File: src/tsif_pkg.sv
// Constants, types and helpers shared by the touch interrupt enable and flag block
// Overview of operation
// - Unused bits ignore writes, always read zero
// - Enable bit 8: max count interrupt
// - Enable bit 3: conversion counter interrupt
// - Enable bit 2: module timer interrupt
// - Enable bit 1: detection interrupt
// - Enable bit 0: conversion done interrupt
// - Done flag with enable requests interrupt
// - Flag bit 8: maximum count reached
// - Flag bit 3: conversion count reached
// - Flag bit 2: module timer pending
// - Flag bit 1: detection pending
// - Done flag set when enabled channels finish
// - Done flag cleared on launch or power-off
// - Done flag rising edge raises interrupt
package tsif_pkg;

    // ************************************************************
    // Bus geometry
    // ************************************************************
    localparam int unsigned ADDR_W = 16;  // Register address width
    localparam int unsigned DATA_W = 16;  // Register data width
    localparam int unsigned NUM_SRC = 5;  // Interrupt sources

    // ************************************************************
    // Register map
    // ************************************************************
    localparam logic [15:0] ENABLE_OFF = 16'h0120;  // touch_irq_enable
    localparam logic [15:0] FLAGS_OFF = 16'h0122;   // touch_irq_flags
    localparam logic [15:0] ENABLE_RST = 16'h0000;  // Enable reset value
    localparam logic [15:0] FLAGS_RST = 16'h0000;   // Flag reset value
    localparam logic [15:0] IMPL_MASK = 16'h010F;   // Implemented bits

    // ************************************************************
    // Source index inside the packed five-bit vectors
    // ************************************************************
    localparam int unsigned SRC_EOC = 0;  // Conversion done
    localparam int unsigned SRC_DET = 1;  // Detection
    localparam int unsigned SRC_TMR = 2;  // Module timer
    localparam int unsigned SRC_CNT = 3;  // Conversion counter
    localparam int unsigned SRC_MAX = 4;  // Maximum count

    // Register bit positions of the fields
    localparam int unsigned BIT_EOC = 0;
    localparam int unsigned BIT_DET = 1;
    localparam int unsigned BIT_TMR = 2;
    localparam int unsigned BIT_CNT = 3;
    localparam int unsigned BIT_MAX = 8;

    // Conversion tracker states, Gray along idle-busy-done
    typedef enum logic [1:0] {
        CONV_IDLE = 2'h0,
        CONV_BUSY = 2'h1,
        CONV_DONE = 2'h3
    } tsif_conv_t;

    // Spread five source bits onto register positions
    function automatic logic [15:0] tsif_pack(input logic [4:0] v);
        return {7'h00, v[4], 4'h0, v[3:0]};
    endfunction

    // Gather register positions into five source bits
    function automatic logic [4:0] tsif_unpack(input logic [15:0] w);
        return {w[BIT_MAX], w[BIT_CNT:BIT_EOC]};
    endfunction

endpackage
File: src/tsif_ctrl.sv
// Interrupt enable and flag registers of the touch measurement module
module tsif_ctrl
    import tsif_pkg::*;
#(
    parameter int unsigned NUM_CH = 16  // Receive channels
) (
    input wire logic mclk_i,
    input wire logic sys_rst_i,
    input wire logic [ADDR_W-1:0] addr_i,
    input wire logic [DATA_W-1:0] wdata_i,
    input wire logic wr_i,
    input wire logic rd_i,
    output logic [DATA_W-1:0] rdata_o,
    input wire logic max_count_evt_i,
    input wire logic conv_counter_evt_i,
    input wire logic module_timer_evt_i,
    input wire logic detection_evt_i,
    input wire logic [NUM_CH-1:0] receive_channel_en_i,
    input wire logic [NUM_CH-1:0] receive_channel_done_i,
    input wire logic conversion_in_progress_i,
    input wire logic module_power_on_i,
    output logic [1:0] conv_state_o,
    output logic irq_o
);

    // ************************************************************
    // Declarations
    // ************************************************************
    logic [DATA_W-1:0] touch_irq_enable_r;  // Enable register
    logic [DATA_W-1:0] rdata_r;             // Registered read data
    logic [NUM_SRC-1:0] flags;              // Flag cells, packed
    logic [NUM_SRC-1:0] hw_set;             // Hardware set pulses
    logic [NUM_SRC-1:0] wr_bits;            // Write data gathered per source
    logic [DATA_W-1:0] touch_irq_flags;     // Flags at register positions
    logic flags_wr;                         // Write to flag register
    logic enable_wr;                        // Write to enable register
    logic cip_r;                            // Previous in-progress level
    logic launch;                           // New conversion started
    logic all_done;                         // Every enabled channel ready
    logic conv_done_set;                    // Set pulse for done flag
    tsif_conv_t conv_r;                     // Conversion tracker
    tsif_conv_t conv_nxt;                   // Next tracker state

    // Address match, used for reads and writes alike
    function automatic logic tsif_hit(input logic [ADDR_W-1:0] a,
                                      input logic [15:0] off);
        return a == off;
    endfunction

    // ************************************************************
    // Write decode
    // ************************************************************
    always_comb begin
        enable_wr = 1'b0;
        flags_wr = 1'b0;
        if (wr_i && tsif_hit(addr_i, ENABLE_OFF)) begin
            enable_wr = 1'b1;
        end else if (wr_i && tsif_hit(addr_i, FLAGS_OFF)) begin
            flags_wr = 1'b1;
        end
    end

    // ************************************************************
    // Enable register
    // ************************************************************
    // Only the five enable bits are stored, the rest stay zero
    always_ff @(posedge mclk_i) begin
        if (sys_rst_i) begin
            touch_irq_enable_r <= ENABLE_RST;
        end else if (enable_wr) begin
            // Reserved bits masked away on the way in
            touch_irq_enable_r <= wdata_i & IMPL_MASK;
        end
    end

    // ************************************************************
    // Conversion tracking
    // ************************************************************
    // Edge of the in-progress level marks a launch
    always_ff @(posedge mclk_i) begin
        if (sys_rst_i) begin
            cip_r <= 1'b0;
        end else begin
            cip_r <= conversion_in_progress_i;
        end
    end

    assign launch = conversion_in_progress_i & ~cip_r;

    // A channel that is not enabled counts as ready; no channel
    // enabled never completes, so an empty scan raises nothing
    assign all_done = (&(receive_channel_done_i | ~receive_channel_en_i))
                      & (|receive_channel_en_i);

    // Tracker keeps the flag from being set twice per conversion
    always_comb begin
        conv_nxt = conv_r;
        case (conv_r)
            CONV_IDLE: begin
                if (module_power_on_i && launch) begin
                    conv_nxt = CONV_BUSY;
                end
            end
            CONV_BUSY: begin
                if (!module_power_on_i) begin
                    conv_nxt = CONV_IDLE;
                end else if (all_done) begin
                    conv_nxt = CONV_DONE;
                end
            end
            CONV_DONE: begin
                if (!module_power_on_i) begin
                    conv_nxt = CONV_IDLE;
                end else if (launch) begin
                    conv_nxt = CONV_BUSY;
                end
            end
            default: begin
                conv_nxt = CONV_IDLE;
            end
        endcase
    end

    // Tracker state register
    always_ff @(posedge mclk_i) begin
        if (sys_rst_i) begin
            conv_r <= CONV_IDLE;
        end else begin
            conv_r <= conv_nxt;
        end
    end

    // Done pulse only from busy, one cycle long
    assign conv_done_set = (conv_r == CONV_BUSY) & module_power_on_i & all_done;

    // ************************************************************
    // Flag cells
    // ************************************************************
    // Event inputs are single-cycle pulses from the source logic
    always_comb begin
        hw_set = '0;
        hw_set[SRC_EOC] = conv_done_set;
        hw_set[SRC_DET] = detection_evt_i;
        hw_set[SRC_TMR] = module_timer_evt_i;
        hw_set[SRC_CNT] = conv_counter_evt_i;
        hw_set[SRC_MAX] = max_count_evt_i;
    end

    // Written value per source; reserved bits never reach a cell
    assign wr_bits = tsif_unpack(wdata_i & IMPL_MASK);

    // Only the done flag has hardware clears
    for (genvar g = 0; g < NUM_SRC; g++) begin : g_flag
        tsif_flag_cell u_cell (
            .mclk_i(mclk_i),
            .sys_rst_i(sys_rst_i),
            .kill_i((g == SRC_EOC) ? ~module_power_on_i : 1'b0),
            .set_i(hw_set[g]),
            .clr_i((g == SRC_EOC) ? launch : 1'b0),
            .wr_i(flags_wr),
            .wdata_i(wr_bits[g]),
            .flag_o(flags[g])
        );
    end

    assign touch_irq_flags = tsif_pack(flags);

    // ************************************************************
    // Read path
    // ************************************************************
    // Data stand only in the cycle after the strobe, zero otherwise
    always_ff @(posedge mclk_i) begin
        if (sys_rst_i) begin
            rdata_r <= 16'h0000;
        end else if (!rd_i) begin
            rdata_r <= 16'h0000;
        end else if (tsif_hit(addr_i, ENABLE_OFF)) begin
            rdata_r <= touch_irq_enable_r & IMPL_MASK;
        end else if (tsif_hit(addr_i, FLAGS_OFF)) begin
            rdata_r <= touch_irq_flags & IMPL_MASK;
        end else begin
            // Unmapped addresses answer zero
            rdata_r <= 16'h0000;
        end
    end

    assign rdata_o = rdata_r;
    assign conv_state_o = conv_r;

    // ************************************************************
    // Interrupt request
    // ************************************************************
    // Level request; software must clear the done flag in its
    // handler, else the request stays up after return
    assign irq_o = |(touch_irq_flags & touch_irq_enable_r);

    // ************************************************************
    // Checks
    // ************************************************************
    a_rsvd_read_zero: assert property (
        @(posedge mclk_i) disable iff (sys_rst_i)
        rd_i |=> (rdata_o & ~IMPL_MASK) == 16'h0000)
        else $error("Reserved bits read nonzero");

    a_en_max_store: assert property (
        @(posedge mclk_i) disable iff (sys_rst_i)
        enable_wr |=> touch_irq_enable_r[BIT_MAX] == $past(wdata_i[BIT_MAX]))
        else $error("Max count enable not stored");

    a_en_cnt_hold: assert property (
        @(posedge mclk_i) disable iff (sys_rst_i)
        !enable_wr |=> $stable(touch_irq_enable_r[BIT_CNT]))
        else $error("Counter enable changed without write");

    a_en_tmr_store: assert property (
        @(posedge mclk_i) disable iff (sys_rst_i)
        (enable_wr && wdata_i[BIT_TMR]) ##1 !enable_wr [*2]
        |-> touch_irq_enable_r[BIT_TMR])
        else $error("Timer enable lost");

    a_en_det_readback: assert property (
        @(posedge mclk_i) disable iff (sys_rst_i)
        (rd_i && tsif_hit(addr_i, ENABLE_OFF))
        |=> rdata_o[BIT_DET] == $past(touch_irq_enable_r[BIT_DET]))
        else $error("Detection enable readback wrong");

    a_en_eoc_store: assert property (
        @(posedge mclk_i) disable iff (sys_rst_i)
        enable_wr |=> touch_irq_enable_r[BIT_EOC] == $past(wdata_i[BIT_EOC]))
        else $error("Done enable not stored");

    a_eoc_irq_level: assert property (
        @(posedge mclk_i) disable iff (sys_rst_i)
        (touch_irq_flags[BIT_EOC] && touch_irq_enable_r[BIT_EOC]) |-> irq_o)
        else $error("Done flag enabled but no request");

    a_max_flag_set: assert property (
        @(posedge mclk_i) disable iff (sys_rst_i)
        max_count_evt_i |=> touch_irq_flags[BIT_MAX])
        else $error("Max count flag not set");

    a_cnt_flag_set: assert property (
        @(posedge mclk_i) disable iff (sys_rst_i)
        conv_counter_evt_i |=> touch_irq_flags[BIT_CNT])
        else $error("Counter flag not set");

    a_tmr_flag_set: assert property (
        @(posedge mclk_i) disable iff (sys_rst_i)
        module_timer_evt_i |=> touch_irq_flags[BIT_TMR])
        else $error("Timer flag not set");

    a_det_flag_set: assert property (
        @(posedge mclk_i) disable iff (sys_rst_i)
        detection_evt_i |=> touch_irq_flags[BIT_DET])
        else $error("Detection flag not set");

    a_eoc_set_cause: assert property (
        @(posedge mclk_i) disable iff (sys_rst_i)
        $rose(touch_irq_flags[BIT_EOC])
        |-> $past(conv_done_set) || $past(flags_wr && wdata_i[BIT_EOC]))
        else $error("Done flag set without cause");

    a_eoc_done_sets: assert property (
        @(posedge mclk_i) disable iff (sys_rst_i)
        (conv_r == CONV_BUSY && module_power_on_i && all_done)
        |=> touch_irq_flags[BIT_EOC] && conv_r == CONV_DONE)
        else $error("Finished conversion did not set done flag");

    a_eoc_power_clr: assert property (
        @(posedge mclk_i) disable iff (sys_rst_i)
        !module_power_on_i |=> !touch_irq_flags[BIT_EOC])
        else $error("Done flag survived power-off");

    a_eoc_launch_clr: assert property (
        @(posedge mclk_i) disable iff (sys_rst_i)
        (launch && !conv_done_set && !flags_wr) |=> !touch_irq_flags[BIT_EOC])
        else $error("Done flag survived launch");

    a_eoc_irq_edge: assert property (
        @(posedge mclk_i) disable iff (sys_rst_i)
        ($rose(touch_irq_flags[BIT_EOC]) && touch_irq_enable_r[BIT_EOC]) |-> irq_o)
        else $error("Done flag edge raised no request");

    a_irq_or_and: assert property (
        @(posedge mclk_i) disable iff (sys_rst_i)
        irq_o == (|(tsif_unpack(touch_irq_flags) & tsif_unpack(touch_irq_enable_r))))
        else $error("Request does not match flags and enables");

    a_flag_write: assert property (
        @(posedge mclk_i) disable iff (sys_rst_i)
        (flags_wr && !detection_evt_i) |=> touch_irq_flags[BIT_DET] == $past(wdata_i[BIT_DET]))
        else $error("Flag write not stored");

endmodule

File: src/tsif_flag_cell.sv
// One sticky interrupt flag with hardware set, hardware clears and software write
module tsif_flag_cell
    import tsif_pkg::*;
(
    input wire logic mclk_i,
    input wire logic sys_rst_i,
    input wire logic kill_i,
    input wire logic set_i,
    input wire logic clr_i,
    input wire logic wr_i,
    input wire logic wdata_i,
    output logic flag_o
);

    logic flag_r;    // Stored flag
    logic flag_nxt;  // Next flag value

    // ************************************************************
    // Priority: forced clear, then set, then write, then soft clear
    // ************************************************************
    always_comb begin
        flag_nxt = flag_r;
        if (kill_i) begin
            // Power-off wipes the flag whatever else happens
            flag_nxt = 1'b0;
        end else if (set_i) begin
            // An event never gets lost to a same-cycle write
            flag_nxt = 1'b1;
        end else if (wr_i) begin
            // Software stores the written value
            flag_nxt = wdata_i;
        end else if (clr_i) begin
            flag_nxt = 1'b0;
        end
    end

    // Flag register
    always_ff @(posedge mclk_i) begin
        if (sys_rst_i) begin
            flag_r <= 1'b0;
        end else begin
            flag_r <= flag_nxt;
        end
    end

    assign flag_o = flag_r;

endmodule

File: config.mk
export PLATFORM = sky130hd
export DESIGN_NAME = tsif_ctrl
export DESIGN_NICKNAME = d
export VERILOG_FILES = /design/src/tsif_pkg.sv /design/src/tsif_ctrl.sv /design/src/tsif_flag_cell.sv
export SDC_FILE = /design/constraint.sdc
export NUM_CORES = 1
export LEC_CHECK = 0
export BUFFER_PORTS_ARGS = -buffer_cell sky130_fd_sc_hd__clkbuf_2
export CAP_MARGIN = 20
export CELL_PAD_IN_SITES_DETAIL_PLACEMENT = 1
export CELL_PAD_IN_SITES_GLOBAL_PLACEMENT = 2
export CORE_AREA = 2 2 90 75
export DETAILED_ROUTE_END_ITERATION = 12
export DIE_AREA = 0 0 92 77
export MAX_ROUTING_LAYER = met4
export PLACE_DENSITY = 0.84
export SETUP_SLACK_MARGIN = 0.3
export SLEW_MARGIN = 0
export SYNTH_ARGS = -nofsm -noshare
export SYNTH_HDL_FRONTEND = slang
export SYNTH_SLANG_ARGS = --single-unit
File: constraint.sdc
create_clock -name mclk_i -period 2.8 [get_ports mclk_i]
set_clock_uncertainty 0.2 [all_clocks]
set_input_delay 0.42 -clock mclk_i [delete_from_list [all_inputs] [get_ports mclk_i]]
set_output_delay 0.42 -clock mclk_i [all_outputs]
set_load 0.005 [all_outputs]
==> summary.txt <==
Global route
  • Aggregate global routing overflow: 0
  • First-pass GRT wire length: 5.154 mm
  • Largest net degree at the start of global routing: 15
  • Gr usage total: 9.068%
  • Number of global-route vias before repair: 1156
  • Initial antenna violation count: 0

Synth
  • Synth Area in XOR/XNOR: 0%
  • Mux share of post-synthesis cell area: 1.467%
  • Simple-gate share of the synthesized area: 30.56%
  • Combinational family with the most area after synthesis: simple AND/OR/NAND/NOR gates
  • Synth warnings: 0
  • Post-Synthesis Cells: 129
  • Seq cells post-synth: 18
  • Post-synthesis compound-gate area fraction: 18.34%
  • Seq/Total Area, Yosys: 35.21%
  • Synth Area in Adders: 0%
  • Yosys cell types: 30
  • Synth Cell Area: 0.001023 mm2
  • Mean Syn Cell Area: 7.934 um2

Critical path
  • Crit path kind: primary input to flop
  • CP Launch Type: primary input
  • Worst endpoint required time: 2730 ps
  • Worst Path Max Fanout: 11
  • Worst Path Arrival: 1920 ps
  • Worst setup EP type: flop

CTS
  • Postcts setup bufs: 0
  • CTS tree: built
  • Count of hold-fix buffers inserted at cts: 0
  • Total clock sinks: 18
  • Clk root buf: clkbuf_8
  • Worst skew pair latency: 250 ps
  • Max clock buf depth: 2
  • CTS buffer count: 3
  • Worst-path clk slew: 60 ps
  • H-tree level count: 1
  • Post-CTS resize count: 0

Drt
  • Drt pass-1 iters: 4
  • Initial DRC count: 44
  • Routed vias: 1146
  • Wirelength per Cell: 10.83 um
  • DRT Wirelength: 3.086 mm
  • Via density: 4.021
  • DR DRC count: 0
  • Detail Route Antenna Nets: 0

Die
  • Die X: 92 um
  • Die Y: 77 um
  • Initial core utilization: 16.56%
  • Rows: 26
  • Die footprint: 0.007084 mm2
  • Io pins: 93
  • Core ar.: 0.006181 mm2

Timing
  • # setup viols final: 0
  • Fmax achieved: 501.7 MHz
  • Final min period: 1993 ps
  • Slew Viols, Final: 0
  • Min Hold Slack: 203.3 ps
  • Tcrit/Tclk final: 71.19%
  • Setup TNS: 0 ps
  • RSZ-0062 raised after global routing: false
  • Hold Fails Final Rpt: 0

Finish
  • Syn-to-layout area delta: 45.72%
  • Commonest non-fill, non-tap cell in the layout: clkbuf_2
  • ANT cells: 0
  • Layout cells sized above 1: 40.80%
  • Final nets: 276
  • Most frequent cells in the layout: clkbuf_2, dfxtp_1, inv_1

Job
  • # Max-Cap Violations: 0

Status
  • Status: complete, no violations

Min path
  • Worst hold path class: primary input to flop

Pwr
  • Cell Pwr Density: 376.2 mW/mm2
  • Peak VDD IR: 0.0001732 V
  • Leakage: 0.7235 nW

Place
  • HPWL after DPL: 2.733 mm
  • Port Buf Inserts: 70
  • Global placement routability congestion: 0.7932
synth_stat cells:
cell type,instances,area share [%]
nand2_4,1,1.1
o2111ai_1,1,0.86
a22oi_1,6,4.4
nor4_1,5,3.1
nand2b_1,7,4.3
a31oi_1,4,2.4
a21oi_1,10,4.9
nor2_1,8,2.9
mux2_4,1,1.5
nor3_1,2,0.98
nand2_1,12,4.4
nor4_4,1,2.1
buf_4,11,8.1
o21ai_2,1,0.86
inv_1,13,4.8
nand4_1,2,1.2
clkbuf_1,2,0.73
nor2b_1,2,1.2
or4_1,1,0.73
buf_2,1,0.49
a222oi_1,1,0.98
conb_1,1,0.37
a221oi_1,1,0.86
dfxtp_1,18,35
o22ai_1,5,3.1
or4_4,1,1.1
nand3b_1,1,0.73
or4b_4,1,1.3
or4b_1,2,2.0
nand3_1,7,3.4
per-stage QoR:
step | utilization, % | total power, W | worst slack, ps | area (um2) | std cells
2_1_floorplan | - | 0.0003146 | 590.1 | 1061 | 139
3_3_place_gp | 23.24 | 0.0003570 | 495.6 | 1436 | 281
3_5_place_dp | 23.24 | 0.0003592 | 541.8 | 1436 | 281
4_1_cts | 24.13 | 0.0005719 | 806.3 | 1491 | 285
5_1_grt | 24.13 | 0.0005942 | 662.1 | 1491 | 285
6_report | 24.13 | 0.0005611 | 806.6 | 1491 | 285
report_power, final:
| group | total, W | leakage [nW] | switching (W) | internal, W |
|---|---|---|---|---|
| logic | 0.0000869 | 0.548 | 0.0000405 | 0.0000463 |
| registers | 0.000266 | 0.147 | 0.00000407 | 0.000262 |
| clock network | 0.000209 | 0.0288 | 0.0000839 | 0.000125 |
| total | 0.000561 | 0.723 | 0.000129 | 0.000433 |
path summary, 6_finish.rpt:
check,cells past startpoint,start,slack [ps],end
worst max-delay path,7,addr_i[4],810,touch_irq_enable_r[8]
worst min-delay path,2,conversion_in_progress_i,200,cip_r
worst max register to register,4,conv_state_o[1],1550,conv_state_o[1]
worst min register to register,2,touch_irq_enable_r[0],270,touch_irq_enable_r[0]
routing by layer:
metal | global-route usage, % | wire [um] | part of all wire (%)
met2 | 15.51 | 1509 | 49
met5 | - | 0 | 0
met4 | 1.493 | 36 | 1.2
met3 | 2.161 | 222 | 7.2
met1 | 11.05 | 1319 | 43
logic make-up after synthesis:
kind of cell           count (synthesis)
AO/OA/AOI/OAI                         29
flip-flops                            18
multiplexers                           1
buffers and inverters                 27
AND/OR/NAND/NOR                       53
other                                  1
registers in the layout, indices dropped and copies added, names as in the netlist:
name                  count
rdata_o                   5
cip_r                     1
conv_state_o              2
g_flag.u_cell.flag_o      5
touch_irq_enable_r        5
worst max-delay path, cell delays in order:
cell,delay [ps]
clkbuf_2,70
or4b_1,590
nor4_1,290
buf_4,240
nand2_1,150
nand2_1,110
a21oi_1,60
cell type report:
class / count / area, um2
Sequential cell: 18 / 360.3
Multi-Input combinational cell: 94 / 556.8
Timing Repair Buffer: 72 / 365.4
Clock buffer: 4 / 55.05
Inverter: 13 / 48.80
Fill cell: 791 / 4690
Tap cell: 84 / 105.1
Note: power is estimated with default switching activity, not from simulation.
